$ cat config.mk
export PLATFORM = sky130hd
export DESIGN_NAME = sensor_output_sync_framing
export DESIGN_NICKNAME = d
export VERILOG_FILES = /design/src/design/sensor_output_sync_framing_pkg.sv /design/src/design/sensor_output_sync_framing.sv
export VERILOG_INCLUDE_DIRS = /design/src /design/src/design
export SDC_FILE = /design/constraint.sdc
export NUM_CORES = 1
export LEC_CHECK = 0
export ABC_AREA = 1
export BUFFER_PORTS_ARGS = -buffer_cell sky130_fd_sc_hd__buf_2
export CAP_MARGIN = 10
export CORE_MARGIN = 10
export CORE_UTILIZATION = 65
export DETAILED_ROUTE_END_ITERATION = 8
export GPL_ROUTABILITY_DRIVEN = 1
export PLACE_DENSITY = 0.83
export SYNTH_ARGS = -nofsm -noshare
export SYNTH_HDL_FRONTEND = slang
export SYNTH_SLANG_ARGS = --single-unit
$ cat constraint.sdc
create_clock -name sys_clk_i -period 34 [get_ports sys_clk_i]
set_clock_uncertainty 0.1 [all_clocks]
set_input_delay 3.4 -clock sys_clk_i [delete_from_list [all_inputs] [get_ports sys_clk_i]]
set_output_delay 3.4 -clock sys_clk_i [all_outputs]
set_load 0.05 [all_outputs]
$ cat src/design/sensor_output_sync_framing_defs.svh
`ifndef SENSOR_OUTPUT_SYNC_FRAMING_DEFS_SVH
`define SENSOR_OUTPUT_SYNC_FRAMING_DEFS_SVH

// Register addresses as seen on the serial port
`define A_TRSV_A    9'h050
`define A_TRSV_B    9'h051
`define A_TRSV_C    9'h060
`define A_TRSV_D    9'h061
`define A_PWR       9'h070
`define A_BLK       9'h080
`define A_GEN       9'h081
`define A_TRAIN     9'h082
`define A_SW0       9'h083
`define A_FSYNC     9'h084
`define A_BID       9'h085
`define A_VID       9'h086
`define A_TID       9'h087
`define A_ERR_A     9'h088
`define A_ERR_B     9'h089
`define A_ERR_C     9'h08a
`define A_ERR_D     9'h08b
`define A_DRSV_A    9'h08c
`define A_DRSV_B    9'h08d

// Reset values
`define RST_PWR     3'h0
`define RST_BLK     16'h4008
`define RST_GEN     16'hc001
`define RST_TRAIN   10'h3a6
`define RST_SW0     16'h002a
`define RST_FSYNC   7'h2a
`define RST_BID     10'h035
`define RST_VID     10'h059
`define RST_TID     10'h3a6
`define RST_DRSV_B  16'hffff

// Field positions
`define F_CLK_PWD_N   0
`define F_SYNC_PWD_N  1
`define F_DATA_PWD_N  2
`define F_TGT_HI      7
`define F_SAMP_HI     10
`define F_SAMP_LO     8
`define F_CRC_SEED    15
`define F_AUTO_CAL    0
`define F_OFS_HI      9
`define F_OFS_LO      1
`define F_OFS_DEC     10
`define F_NARROW      13

// Serial frame: 9 address bits, write flag, 16 data bits
`define SPI_HDR_BITS  5'd10
`define SPI_ALL_BITS  5'd26
`define NARROW_DELAY  4
`define CRC_POLY      10'h233

`endif

$ cat src/design/sensor_output_sync_framing_pkg.sv
package sensor_output_sync_framing_pkg;
  localparam int NCH = 4;

  typedef enum logic [1:0] {
    SPI_IDLE  = 2'b00,
    SPI_SHIFT = 2'b01,
    SPI_DONE  = 2'b11
  } spi_ph_t;

  typedef struct packed {
    logic                valid;
    logic                black;
    logic                sof;
    logic                sol;
    logic                eof;
    logic                eol;
    logic [NCH-1:0][9:0] pix;
  } pix_in_t;

  typedef struct packed {
    logic [NCH-1:0][9:0] data;
    logic [9:0]          sync;
  } lanes_t;

  typedef struct packed {
    logic [1:0]           sclk_s;
    logic [1:0]           ss_s;
    logic [1:0]           mosi_s;
    logic                 sclk_p;
    logic                 ss_p;
    spi_ph_t              ph;
    logic [4:0]           bcnt;
    logic [25:0]          sh;
    logic [15:0]          rd;
    logic                 miso;
    logic [2:0]           pwr;
    logic [15:0]          blk;
    logic [15:0]          gen;
    logic [15:0]          sw0;
    logic [9:0]           train;
    logic [6:0]           fsync;
    logic [9:0]           bid;
    logic [9:0]           vid;
    logic [9:0]           tid;
    logic [NCH-1:0]       err;
    logic [NCH-1:0]       done;
    logic [NCH-1:0]       bline;
    logic [NCH-1:0][16:0] acc;
    logic [NCH-1:0][7:0]  cnt;
    logic [NCH-1:0][10:0] ofs;
    logic [NCH-1:0][9:0]  crc;
    logic [3:0][9:0]      dl;
    lanes_t               out;
    logic [2:0]           en;
  } st_t;
endpackage : sensor_output_sync_framing_pkg

$ cat src/design/sensor_output_sync_framing.sv
// Functional notes
// - Clock, sync and data lanes run only while their low-active bit is 1.
// - Eight-bit target field is the black level the output is pulled to.
// - Black average uses two to the power of the sample field samples.
// - Line CRC starts from all zeros, or all ones when seed bit set.
// - Manual black offset applies only while auto calibration is off.
// - Manual offset is added when direction bit is 0, subtracted when 1.
// - Word width bit picks 10 or 8 bits; 8-bit delays sync IDs 4 cycles.
// - Idle data lanes carry the programmable training word, reset 0x3a6.
// - Frame sync word is three top status bits plus seven programmed bits.
// - Sync word top bit frame versus line, next start, next end.
// - Black pixel ID code goes on the sync lane for black data.
// - Valid pixel ID code goes on the sync lane for image data.
// - Training ID code goes on the sync lane during training words.
// - Per-channel flag set when too few black samples reached calibration.
`timescale 1ns/100ps
`include "sensor_output_sync_framing_defs.svh"

module sensor_output_sync_framing
  import sensor_output_sync_framing_pkg::*;
(
  input  wire logic    sys_clk_i,
  input  wire logic    rst_i,
  input  wire logic    spi_sclk_i,
  input  wire logic    spi_ss_n_i,
  input  wire logic    spi_mosi_i,
  output logic         spi_miso_o,
  input  wire pix_in_t pix_i,
  output lanes_t       lanes_o,
  output logic         clk_lane_en_o,
  output logic         sync_lane_en_o,
  output logic         data_lane_en_o
);

  st_t q;
  st_t next_q;

  function automatic logic [9:0] crc_step(input logic [9:0] c,
                                          input logic [9:0] d);
    logic [9:0] r;
    logic       fb;
    r = c;
    for (int i = 9; i >= 0; i--) begin
      fb = r[9] ^ d[i];
      r  = {r[8:0], 1'b0} ^ (fb ? `CRC_POLY : 10'h000);
    end
    return r;
  endfunction : crc_step

  function automatic logic [9:0] clamp(input logic signed [11:0] v);
    if (v < 12'sd0) begin
      return 10'h000;
    end else if (v > 12'sd1023) begin
      return 10'h3ff;
    end
    return v[9:0];
  endfunction : clamp

  function automatic logic [15:0] reg_rd(input st_t s,
                                         input logic [8:0] a);
    if (a == `A_PWR) begin
      return {13'h0000, s.pwr};
    end else if (a == `A_BLK) begin
      return s.blk;
    end else if (a == `A_GEN) begin
      return s.gen;
    end else if (a == `A_TRAIN) begin
      return {6'h00, s.train};
    end else if (a == `A_SW0) begin
      return s.sw0;
    end else if (a == `A_FSYNC) begin
      return {9'h000, s.fsync};
    end else if (a == `A_BID) begin
      return {6'h00, s.bid};
    end else if (a == `A_VID) begin
      return {6'h00, s.vid};
    end else if (a == `A_TID) begin
      return {6'h00, s.tid};
    end else if (a == `A_ERR_A) begin
      return {12'h000, s.err};
    end else if (a == `A_DRSV_B) begin
      return `RST_DRSV_B;
    end
    return 16'h0000;
  endfunction : reg_rd

  logic                 sclk_rise;
  logic                 sclk_fall;
  logic                 ss_fall;
  logic                 ss_rise;
  logic [25:0]          nsh;
  logic [7:0]           need;
  logic                 narrow;
  logic signed [11:0]   corr;
  logic [9:0]           w;
  logic [16:0]          sum;
  logic [9:0]           cur;

  always_comb begin
    next_q    = q;
    sclk_rise = 1'b0;
    sclk_fall = 1'b0;
    ss_fall   = 1'b0;
    ss_rise   = 1'b0;
    nsh       = {q.sh[24:0], q.mosi_s[1]};
    need      = 8'h01 << q.blk[`F_SAMP_HI:`F_SAMP_LO];
    narrow    = q.gen[`F_NARROW];
    corr      = 12'sd0;
    w         = 10'h000;
    sum       = 17'h00000;
    cur       = 10'h000;

    // Only the second stage of each synchroniser is looked at
    next_q.sclk_s = {q.sclk_s[0], spi_sclk_i};
    next_q.ss_s   = {q.ss_s[0], spi_ss_n_i};
    next_q.mosi_s = {q.mosi_s[0], spi_mosi_i};
    next_q.sclk_p = q.sclk_s[1];
    next_q.ss_p   = q.ss_s[1];
    sclk_rise = q.sclk_s[1] & ~q.sclk_p;
    sclk_fall = ~q.sclk_s[1] & q.sclk_p;
    ss_fall   = ~q.ss_s[1] & q.ss_p;
    ss_rise   = q.ss_s[1] & ~q.ss_p;

    case (q.ph)
      SPI_IDLE: begin
        if (ss_fall) begin
          next_q.bcnt = 5'd0;
          next_q.ph   = SPI_SHIFT;
        end
      end
      SPI_SHIFT: begin
        if (ss_rise) begin
          next_q.ph = SPI_IDLE;
        end else if (sclk_rise) begin
          next_q.sh   = nsh;
          next_q.bcnt = q.bcnt + 5'd1;
          if (q.bcnt + 5'd1 == `SPI_HDR_BITS) begin
            next_q.rd = reg_rd(q, nsh[9:1]);
          end
          if (q.bcnt + 5'd1 == `SPI_ALL_BITS) begin
            next_q.ph = SPI_DONE;
          end
        end else if (sclk_fall && q.bcnt >= `SPI_HDR_BITS) begin
          next_q.miso = q.rd[15];
          next_q.rd   = {q.rd[14:0], 1'b0};
        end
      end
      SPI_DONE: begin
        if (sclk_fall) begin
          next_q.miso = 1'b0;
        end
        // A write only lands when a complete frame ends
        if (ss_rise) begin
          next_q.ph = SPI_IDLE;
          if (q.sh[16]) begin
            if (q.sh[25:17] == `A_PWR) begin
              next_q.pwr = q.sh[2:0];
            end else if (q.sh[25:17] == `A_BLK) begin
              next_q.blk = q.sh[15:0];
            end else if (q.sh[25:17] == `A_GEN) begin
              next_q.gen = q.sh[15:0];
            end else if (q.sh[25:17] == `A_TRAIN) begin
              next_q.train = q.sh[9:0];
            end else if (q.sh[25:17] == `A_SW0) begin
              next_q.sw0 = q.sh[15:0];
            end else if (q.sh[25:17] == `A_FSYNC) begin
              next_q.fsync = q.sh[6:0];
            end else if (q.sh[25:17] == `A_BID) begin
              next_q.bid = q.sh[9:0];
            end else if (q.sh[25:17] == `A_VID) begin
              next_q.vid = q.sh[9:0];
            end else if (q.sh[25:17] == `A_TID) begin
              next_q.tid = q.sh[9:0];
            end
          end
        end
      end
      default: begin
        next_q.ph = SPI_IDLE;
      end
    endcase

    for (int c = 0; c < NCH; c++) begin
      if (q.gen[`F_AUTO_CAL]) begin
        corr = {q.ofs[c][10], q.ofs[c]};
      end else if (q.gen[`F_OFS_DEC]) begin
        corr = -$signed({3'b000, q.gen[`F_OFS_HI:`F_OFS_LO]});
      end else begin
        corr = $signed({3'b000, q.gen[`F_OFS_HI:`F_OFS_LO]});
      end
      w = clamp($signed({2'b00, pix_i.pix[c]}) + corr);
      if (narrow) begin
        w = {2'b00, w[9:2]};
      end

      if (pix_i.sol) begin
        next_q.acc[c]   = 17'h00000;
        next_q.cnt[c]   = 8'h00;
        next_q.done[c]  = 1'b0;
        next_q.bline[c] = 1'b0;
        next_q.crc[c]   = q.blk[`F_CRC_SEED] ? 10'h3ff : 10'h000;
      end else begin
        if (pix_i.valid && pix_i.black && !q.done[c]) begin
          next_q.bline[c] = 1'b1;
          sum = q.acc[c] + {7'h00, pix_i.pix[c]};
          if (q.cnt[c] == need - 8'h01) begin
            sum = sum >> q.blk[`F_SAMP_HI:`F_SAMP_LO];
            next_q.ofs[c] = {3'b000, q.blk[`F_TGT_HI:0]}
                          - {1'b0, sum[9:0]};
            next_q.done[c] = 1'b1;
            next_q.acc[c]  = 17'h00000;
            next_q.cnt[c]  = 8'h00;
          end else begin
            next_q.acc[c] = sum;
            next_q.cnt[c] = q.cnt[c] + 8'h01;
          end
        end
        if (pix_i.valid) begin
          next_q.crc[c] = crc_step(q.crc[c], w);
        end
        // A short black run leaves the flag up until a later line completes
        if (pix_i.eol && q.bline[c]) begin
          next_q.err[c] = ~q.done[c];
        end
      end

      if (!q.pwr[`F_DATA_PWD_N]) begin
        next_q.out.data[c] = 10'h000;
      end else if (pix_i.valid) begin
        next_q.out.data[c] = w;
      end else if (pix_i.eol) begin
        next_q.out.data[c] = q.crc[c];
      end else begin
        next_q.out.data[c] = q.train;
      end
    end

    if (pix_i.sol) begin
      cur = {pix_i.sof, 2'b10, q.fsync};
    end else if (pix_i.eol) begin
      cur = {pix_i.eof, 2'b01, q.fsync};
    end else if (pix_i.valid) begin
      cur = pix_i.black ? q.bid : q.vid;
    end else begin
      cur = q.tid;
    end
    next_q.dl = {q.dl[2:0], cur};
    if (!q.pwr[`F_SYNC_PWD_N]) begin
      next_q.out.sync = 10'h000;
    end else if (narrow) begin
      next_q.out.sync = q.dl[`NARROW_DELAY-1];
    end else begin
      next_q.out.sync = cur;
    end
    next_q.en = q.pwr;
  end

  always_ff @(posedge sys_clk_i or posedge rst_i) begin
    if (rst_i) begin
      q        <= '0;
      q.ss_s   <= 2'b11;
      q.ss_p   <= 1'b1;
      q.ph     <= SPI_IDLE;
      q.pwr    <= `RST_PWR;
      q.blk    <= `RST_BLK;
      q.gen    <= `RST_GEN;
      q.sw0    <= `RST_SW0;
      q.train  <= `RST_TRAIN;
      q.fsync  <= `RST_FSYNC;
      q.bid    <= `RST_BID;
      q.vid    <= `RST_VID;
      q.tid    <= `RST_TID;
    end else begin
      q <= next_q;
    end
  end

  assign spi_miso_o     = q.miso;
  assign lanes_o        = q.out;
  assign clk_lane_en_o  = q.en[`F_CLK_PWD_N];
  assign sync_lane_en_o = q.en[`F_SYNC_PWD_N];
  assign data_lane_en_o = q.en[`F_DATA_PWD_N];
endmodule : sensor_output_sync_framing

After elaboration in Yosys (flattened, before gate mapping)
Index checks and enable logic that the tools add are counted.
{"block": "classes", "addsub": 19, "order_cmp": 9, "shift": 5, "n_eq_ne": 38, "muxes": 181, "reduce_logical": 53, "bitwise": 102}
{"cell": "$mux 10", "count": 83}
{"cell": "$xor 10x10->10", "count": 40}
{"cell": "$mux 16", "count": 14}
{"cell": "$mux 17", "count": 13}
{"cell": "$eq 9x8->1 const B", "count": 18}
{"cell": "$mux 8", "count": 12}
{"cell": "$add 17x10->17", "count": 4}
{"cell": "$shr 17x3->10", "count": 4}
{"cell": "$mux 12", "count": 5}
{"cell": "$add 11x12->12", "count": 4}
{"cell": "$gt 12x11->1 const B", "count": 4}
{"cell": "$lt 12x1->1 const B", "count": 4}
{"cell": "$mux 48", "count": 1}
{"cell": "$mux 1", "count": 45}
{"cell": "$sub 8x10->11", "count": 4}
{"cell": "$xor 1x1->1", "count": 40}
{"cell": "$mux 33", "count": 1}
{"cell": "$add 8x1->8 const B", "count": 4}
{"cell": "$eq 8x8->1", "count": 4}
{"cell": "$reduce_bool 2->1", "count": 12}
{"cell": "$eq 9x7->1 const B", "count": 2}
{"cell": "$not 1->1", "count": 18}
{"cell": "$reduce_and 2->1", "count": 8}
{"cell": "$reduce_and 4->1", "count": 4}
{"cell": "other kinds (30)", "count": 59}
{"block": "word_totals", "ff_bits": 445, "in_bits": 51, "elab_cells": 464}

Longest topological paths before layout
Gate-level depths: netlist of run 1.
{"block": "logic_depth", "word_depth": 41, "ltp_mapped": 39, "ltp_nobuf": 39}

Least setup slack after synthesis of run 1
OpenSTA, ideal clock, no wires.
{"block": "synth_timing", "path_kind": "input -> register", "start": "input port pix_i[20] in the netlist's numbering", "end": "register q[165] in the netlist's numbering", "n_path_buf": 0, "setup_slack_ns": 26.958, "setup_ns": 0.123, "required_ns": 33.777, "cell_stages": 27, "t_arrival_ns": 6.819, "path_cell_list": "ha_1 -> fa_1 -> nand2_1 -> nand2_1 -> a21oi_1 -> o31ai_1 -> a31oi_1 -> o21ai_0 -> nand2_1 -> inv_1 -> nor2_1 -> o21ai_0 -> mux2i_1 -> o21bai_1 -> ha_1 -> inv_1 -> o21ai_0 -> a21oi_1 -> o21ai_0 -> inv_1 -> nor2_1 -> nor2_1 -> nor2_1 -> nor2_1 -> nand3b_1 -> o21ai_0 -> nand2_1"}
{"block": "synth_via", "elab_chain_len": 3}
{"item": "start, declared", "line_no": "sensor_output_sync_framing.sv:28", "rtl": "input wire pix_in_t pix_i,"}
{"item": "$add 17x10->17", "line_no": "sensor_output_sync_framing.sv:205", "rtl": "sum = q.acc[c] + {7'h00, pix_i.pix[c]};"}
{"item": "$shr 17x3->10", "line_no": "sensor_output_sync_framing.sv:207", "rtl": "sum = sum >> q.blk[`F_SAMP_HI:`F_SAMP_LO];"}
{"item": "$sub 8x10->11", "line_no": "sensor_output_sync_framing.sv:208", "rtl": "next_q.ofs[c] = {3'b000, q.blk[`F_TGT_HI:0]}"}
{"item": "end signal, assigned", "line_no": "sensor_output_sync_framing.sv:274", "rtl": "q <= next_q;"}
{"item": "end, declared", "line_no": "sensor_output_sync_framing.sv:35", "rtl": "st_t q;"}
No other way between the ends.
A chain may end at the register's enable or synchronous reset.

Worst setup path in the final report of run 1
Same ends and word-level chain as after synthesis.

==> impl_metrics.yaml, run 1 <==
layout:
  finalNetCount: 4156
  layout_common_cells: "961 x sky130_fd_sc_hd__nand2_1, 439 x sky130_fd_sc_hd__inv_1, 418 x sky130_fd_sc_hd__o21ai_0"
  area_overhead_of_the_layout_relative_to_synthesis_pct: 7.68
  cell_area_after_layout_um2: 31600
  final_layout_size_suffix_gt1_frac: 0.0948
  layout.cells.most_common: "sky130_fd_sc_hd__nand2_1"
grt:
  routing_usage_on_met2: 0.455
  total_global_routing_track_utilization: 0.306
  antenna_found_initial: 6
  grt.overflow.total: 0
  largest_net_degree_at_the_start_of_global_routing: 164
  busiest_layer: "met2"
  groute.layer.met1.usage: 0.426
  use_met3: 0.0662
  vias_in_the_first_global_route: 24700
  grt_first_pass_wirelength_mm: 133
die:
  die_y_um: 232
  ioPinCount: 105
  floorplan.initialDensity: 0.661
  area_of_the_core_um2: 44400
  die_x_um: 232
  fp-row-count: 77
  area_enclosed_by_the_die_boundary_um2: 54000
job:
  cap_viol_max_count: 0
detailed_routing:
  ant_nets: 0
  drt_drc_violations_left: 0
  first_iter_violations: 3152
  route.final.wire_length_mm: 83.8
  avgRoutedWirePerCell_um: 18.2
  num_vias: 27300
  drt_pass1_iterations: 8
  route.detailed.vias_per_inst: 5.93
timing:
  setup_tns_ns: 0
  max-slew-margin-rel: 0.177
  slew_violations: 0
  max_slew.worst_pin.slew_ns: 1.23
  max_clock_freq_ghz: 0.139
  grt_setup_unrepaired: "no"
  final.period_utilization: 0.212
  period_needed_ns: 7.21
  hold_vio_cnt_final: 0
  setup_violations: 0
pwr:
  p_leak_nw: 15.9
  power_per_cell_area_nw_per_um2: 55.4
  vdd_ir_drop_max_mv: 0.0501
run_status:
  status: "completed"
synth:
  syn_area_um2: 29300
  ys_async_sr_fraction: 1.00
  yosys_register_bits: 445
  synth_enable_flop_cells: 0
  post_synth_inst_count: 3981
  syn_avg_cell_area_um2: 7.37
  synth-seq-area-share: 0.381
  post_synth_num_cell_types: 65
  yosys_warnings: 0
  syn-num-nets: 4168
  dominantRegCellSynth: "sky130_fd_sc_hd__dfrtp_1"
clocking:
  clk_pin_slew_worst_paths_ns: 0.06
  cts-resized-gates: 0
  postCtsHoldBufs: 0
  clock_tree_from_tritoncts: "built"
  cts_buffers: 48
  h-tree-depth: 2
  post_cts.repair.setup_buffers: 0
  cts_sinks: 445
  cts.root.buffer_cell: "sky130_fd_sc_hd__clkbuf_16"
  clockBufferDepth: 3
  clkLatencyLatePin_ns: 0.62
placed_design:
  detailed_place_hpwl_mm: 60.2
  port_buffers: 104
  placed_area_um2: 29900
  place_congestion: 0.973
worst_setup_path:
  critPathLaunchType: "primary input"
  setup.worst_path.end_class: "register"
  critical_path_type: "primary input to register"
  required_ns: 34.39
  cp_max_fo: 3
  crit_arrival_ns: 7.60
hold_path:
  hold_path_class: "register to register"
area by class of cell:
type,count,area (um2)
timing repair buffer,136,773
clock inverter,27,397
tap,592,741
inverter,482,1820
antenna,4,10.0
sequential,445,11200
clock buffer,61,1300
fill,3602,12800
multi-input combinational,2856,15400
sequential cells by signal, summed over array words and instances (netlist names):
register,cells
lanes_o,50
nsh,26
narrow,1
next_q,38
spi_miso_o,1
data_lane_en_o,1
q,326
sync_lane_en_o,1
clk_lane_en_o,1
logic make-up (layout without fill, tap and decap cells):
kind of cell | Yosys count | in the layout | share of synthesized area
AO/OA/AOI/OAI | 900 | 900 | 0.174
XOR/XNOR | 136 | 136 | 0.0419
adder cells (fa/ha/maj) | 136 | 136 | 0.0611
buffers and inverters | 680 | 706 | 0.0952
flip-flops | 445 | 445 | 0.381
multiplexers | 6 | 6 | 0.00205
other | 0 | 4 | 0
AND/OR/NAND/NOR | 1678 | 1678 | 0.245
critical path, stage by stage:
cell and delay, ns:
sky130_fd_sc_hd__buf_2 0.13, sky130_fd_sc_hd__ha_1 0.24, sky130_fd_sc_hd__fa_1 0.41, sky130_fd_sc_hd__nand2_1 0.07, sky130_fd_sc_hd__nand2_1 0.04, sky130_fd_sc_hd__a21oi_1 0.20
sky130_fd_sc_hd__o31ai_1 0.13, sky130_fd_sc_hd__a31oi_1 0.29, sky130_fd_sc_hd__o21ai_0 0.15, sky130_fd_sc_hd__nand2_1 0.12, sky130_fd_sc_hd__inv_1 0.06, sky130_fd_sc_hd__nor2_1 0.12
sky130_fd_sc_hd__o21ai_0 0.11, sky130_fd_sc_hd__mux2i_1 0.21, sky130_fd_sc_hd__o21bai_1 0.09, sky130_fd_sc_hd__ha_1 0.33, sky130_fd_sc_hd__inv_1 0.05, sky130_fd_sc_hd__o21ai_0 0.28
sky130_fd_sc_hd__a21oi_1 0.11, sky130_fd_sc_hd__o21ai_0 0.22, sky130_fd_sc_hd__inv_1 0.07, sky130_fd_sc_hd__nor2_1 0.15, sky130_fd_sc_hd__nor2_1 0.07, sky130_fd_sc_hd__nor2_1 0.08
sky130_fd_sc_hd__nor2_1 0.05, sky130_fd_sc_hd__nand3b_1 0.16, sky130_fd_sc_hd__o21ai_0 0.18, sky130_fd_sc_hd__nand2_1 0.07
power by group:
| group | internal [mW] | leakage [nW] | switching, mW | total (mW) |
|---|---|---|---|---|
| logic | 0.184 | 9.27 | 0.362 | 0.546 |
| registers | 0.594 | 5.86 | 0.0489 | 0.643 |
| clock network | 0.329 | 0.816 | 0.234 | 0.563 |
layer usage:
metal	part of all wire	wire, um	vias up
met3	0.11	8900	223
met4	0.042	3510	6
met2	0.43	35800	1329
met5	0.00055	46	-
li1	-	-	13100
met1	0.42	35600	12600
cells in the mapped netlist (12+ instances only):
cell,number,area (um2)
sky130_fd_sc_hd__ha_1,124,1550
sky130_fd_sc_hd__buf_1,15,56.3
sky130_fd_sc_hd__o21bai_1,12,90.1
sky130_fd_sc_hd__nand2_2,36,225
sky130_fd_sc_hd__dfrtp_1,411,10300
sky130_fd_sc_hd__nor3_1,41,205
sky130_fd_sc_hd__or2_2,17,106
sky130_fd_sc_hd__nor2_1,259,972
sky130_fd_sc_hd__a31oi_1,26,163
sky130_fd_sc_hd__xor2_1,104,911
sky130_fd_sc_hd__nor4_1,21,131
sky130_fd_sc_hd__fa_1,12,240
sky130_fd_sc_hd__a211oi_1,17,128
sky130_fd_sc_hd__o21ai_0,418,2090
sky130_fd_sc_hd__o22ai_1,54,338
sky130_fd_sc_hd__nand3_1,273,1370
sky130_fd_sc_hd__inv_2,29,109
sky130_fd_sc_hd__nand4_1,26,163
sky130_fd_sc_hd__clkbuf_1,117,439
sky130_fd_sc_hd__o221ai_1,25,219
sky130_fd_sc_hd__a21oi_1,229,1150
sky130_fd_sc_hd__dfstp_2,34,893
sky130_fd_sc_hd__o211ai_1,37,278
sky130_fd_sc_hd__xnor2_1,27,236
sky130_fd_sc_hd__buf_4,51,383
sky130_fd_sc_hd__nand2_1,961,3610
sky130_fd_sc_hd__inv_1,441,1660
sky130_fd_sc_hd__a221oi_1,12,105
final timing paths:
| path | startpoint | end | slack (ns) | cells past startpoint |
|---|---|---|---|---|
| worst max-delay path | pix_i[20] | q[165]$_DFFE_PP0P_ | 26.79 | 28 |
| worst min-delay path | next_q[84]$_DFF_PP0_ | q[84]$_DFF_PP0_ | 0.24 | 0 |
| worst max register to register | q[353]$_DFFE_PP0P_ | q[132]$_DFFE_PP0P_ | 28.74 | 31 |
| worst min register to register | next_q[84]$_DFF_PP0_ | q[84]$_DFF_PP0_ | 0.24 | 0 |
| max in group asynchronous | rst_i | q[376]$_DFFE_PP0P_ | 28.67 | 4 |
| min in group asynchronous | rst_i | q[89]$_DFF_PP0_ | 2.87 | 2 |
stage by stage:
| step | cells | total power [mW] | setup WS (ns) | hold slack, ns | utilization |
|---|---|---|---|---|---|
| finish | 4603 | 1.75 | 26.79 | 0.245 | 0.711 |
| global route | 4602 | 1.86 | 26.26 | 0.254 | 0.711 |
| CTS | 4598 | 1.75 | 26.90 | 0.246 | 0.711 |
| detailed placement | 4510 | 1.18 | 26.28 | 0.235 | 0.673 |
| global placement | 4510 | 1.17 | 26.38 | 0.232 | 0.673 |
| floorplan | 3981 | 1.05 | 18.16 | 0.231 | - |
Note: power is estimated with default switching activity, not from simulation.
==> inputs of run 2 (changes only) <==
Settings changed: CORE_UTILIZATION 65 to 64, PLACE_DENSITY 0.83 to 0.82.
Clock period 34 ns to 6.81 ns, I/O delays scaled along.
==> impl_metrics.yaml, run 2 (synthesis gave the netlist of run 1 again) <==
worst_setup_path:
  cp_max_fo: 29
  crit_arrival_ns: 5.52
  worst_r2r_startpoint: "q[352]$_DFFE_PP1P_"
  critical_path_type: "register to register"
  critical_path.startpoint: "q[352]$_DFFE_PP1P_"
  timing.critical_path.slowest_stage_cell: "sky130_fd_sc_hd__inv_1"
  setup.worst_path.end_class: "register"
  critPathLaunchType: "register"
  cp_common_cell: "sky130_fd_sc_hd__nand2_1"
  required_ns: 7.20
  worst_path_largest_cell_delay_ns: 0.68
timing:
  slew_violations: 0
  max-slew-margin-rel: 0.202
  max_slew.worst_pin.slew_ns: 1.19
  hold_vio_cnt_final: 0
  grt_setup_unrepaired: "no"
  period_needed_ns: 5.13
  setup_tns_ns: 0
  max_clock_freq_ghz: 0.195
  setup_violations: 0
  final.period_utilization: 0.753
grt:
  grt.overflow.total: 0
  total_global_routing_track_utilization: 0.303
  largest_net_degree_at_the_start_of_global_routing: 175
  grt_first_pass_wirelength_mm: 133
  antenna_found_initial: 4
  vias_in_the_first_global_route: 24900
layout:
  max_flop_register: "q"
  finalNetCount: 4157
  layout.cells.most_common: "sky130_fd_sc_hd__nand2_1"
  final_layout_size_suffix_gt1_frac: 0.0951
  final-instance-count-excl-fill: 4611
  largest_register_ffs: 326
  area_overhead_of_the_layout_relative_to_synthesis_pct: 7.82
  layout_common_cells: "961 x sky130_fd_sc_hd__nand2_1, 439 x sky130_fd_sc_hd__inv_1, 418 x sky130_fd_sc_hd__o21ai_0"
die:
  area_enclosed_by_the_die_boundary_um2: 54800
  ioPinCount: 105
  fp-row-count: 78
  area_of_the_core_um2: 45400
  floorplan.initialDensity: 0.647
  die_x_um: 234
  die_y_um: 234
detailed_routing:
  avgRoutedWirePerCell_um: 18.2
  drt_pass1_iterations: 8
  route.detailed.vias_per_inst: 5.94
  route.final.wire_length_mm: 83.8
  drt_drc_violations_left: 0
  ant_nets: 0
  first_iter_violations: 3036
  num_vias: 27400
placed_design:
  port_buffers: 104
  place_congestion: 0.983
  placed_instance_count: 4519
  detailed_place_hpwl_mm: 60.8
pwr:
  p_int_mw: 5.59
  vdd_ir_drop_max_mv: 0.217
  power.clock.fraction: 0.321
  finalPower_mw: 8.82
  power.switching_fraction: 0.366
  combPwrFrac: 0.313
  p_leak_nw: 16.0
  power_per_cell_area_nw_per_um2: 279
  power.sequential.fraction: 0.366
  net-switching-power_mw: 3.22
run_status:
  status: "completed"
clocking:
  clk_pin_slew_worst_paths_ns: 0.06
  cts.root.buffer_cell: "sky130_fd_sc_hd__clkbuf_16"
  h-tree-depth: 2
  cts-resized-gates: 0
  postCtsHoldBufs: 0
  clockBufferDepth: 3
  post_cts.repair.setup_buffers: 0
  cts_sinks: 445
  cts_buffers: 48
  clkLatencyLatePin_ns: 0.60
  clock_tree_from_tritoncts: "built"
hold_path:
  hold_path_class: "primary input to asynchronous set/reset pin"
job:
  cap_viol_max_count: 0
[run 2: changes by cell type in the layout (fill, tap and decap cells not counted), moves of 2 or more]
cell / previous run / this run
sky130_fd_sc_hd__clkbuf_1: 8 / 6
sky130_fd_sc_hd__clkbuf_16: 48 / 50
sky130_fd_sc_hd__clkbuf_8: 5 / 8
sky130_fd_sc_hd__clkinv_2: 7 / 10
sky130_fd_sc_hd__clkinv_4: 3 / 0
sky130_fd_sc_hd__inv_16: 2 / 0
[run 2: power groups by stage]
stage	clock (mW)	sequential, mW	combinational [mW]
global route	2.96	3.26	3.14
CTS	2.85	3.21	2.71
global placement	0	3.24	2.64
floorplan	0	3.17	2.09
finish	2.83	3.23	2.76
detailed placement	0	3.25	2.69
[run 2: worst max-delay path, delay by kind of cell, from the launching register on]
kind                       cells  cell delay, ns
AOI/OAI and AO/OA              2            0.67
and+or+nand+nor               25            2.53
DFF                            1            0.53
buffers and inverters          2            0.79
adders and majority gates      1            0.35
[run 2: routing by layer]
metal / global-route usage / share of wire / routed length [um]
met5: 0 / 0 / 0
met4: 0.0992 / 0.032 / 2710
met3: 0.0510 / 0.095 / 7970
met2: 0.465 / 0.44 / 37000
met1: 0.430 / 0.43 / 36200
[run 2: path summary, 6_finish.rpt]
path / depth (start not counted) / to / slack [ns]
max in group asynchronous: 4 / q[94]$_DFFE_PP0P_ / 5.11
setup reg to reg: 30 / q[102]$_DFFE_PP0P_ / 1.68
hold / removal: 2 / lanes_o[4]$_DFF_PP0_ / 0.08
min in group sys_clk_i: 1 / next_q[442]$_DFF_PP1_ / 0.09
hold reg to reg: 0 / next_q[90]$_DFF_PP0_ / 0.25
setup / recovery: 30 / q[102]$_DFFE_PP0P_ / 1.68
[run 2: metrics by stage]
stage / hold WS (ns) / worst slack, ns / utilization / instance area (um2)
final: 0.0770 / 1.68 / 0.697 / 31600
after global routing: 0.0742 / 1.19 / 0.697 / 31600
after CTS: 0.0616 / 1.82 / 0.697 / 31600
after detailed placement: 0.235 / 1.75 / 0.659 / 29900
after global placement: 0.231 / 1.86 / 0.659 / 29900
after floorplan: 0.231 / 0.0416 / - / 29300
[run 2: cell type report]
cell class                 count  area (um2)
antenna                        3        7.51
clock buffer                  64        1380
clock inverter                24         325
fill                        3787       13700
inverter                     482        1820
multi-input combinational   2856       15400
sequential                   445       11200
tap                          600         751
timing repair buffer         137         798
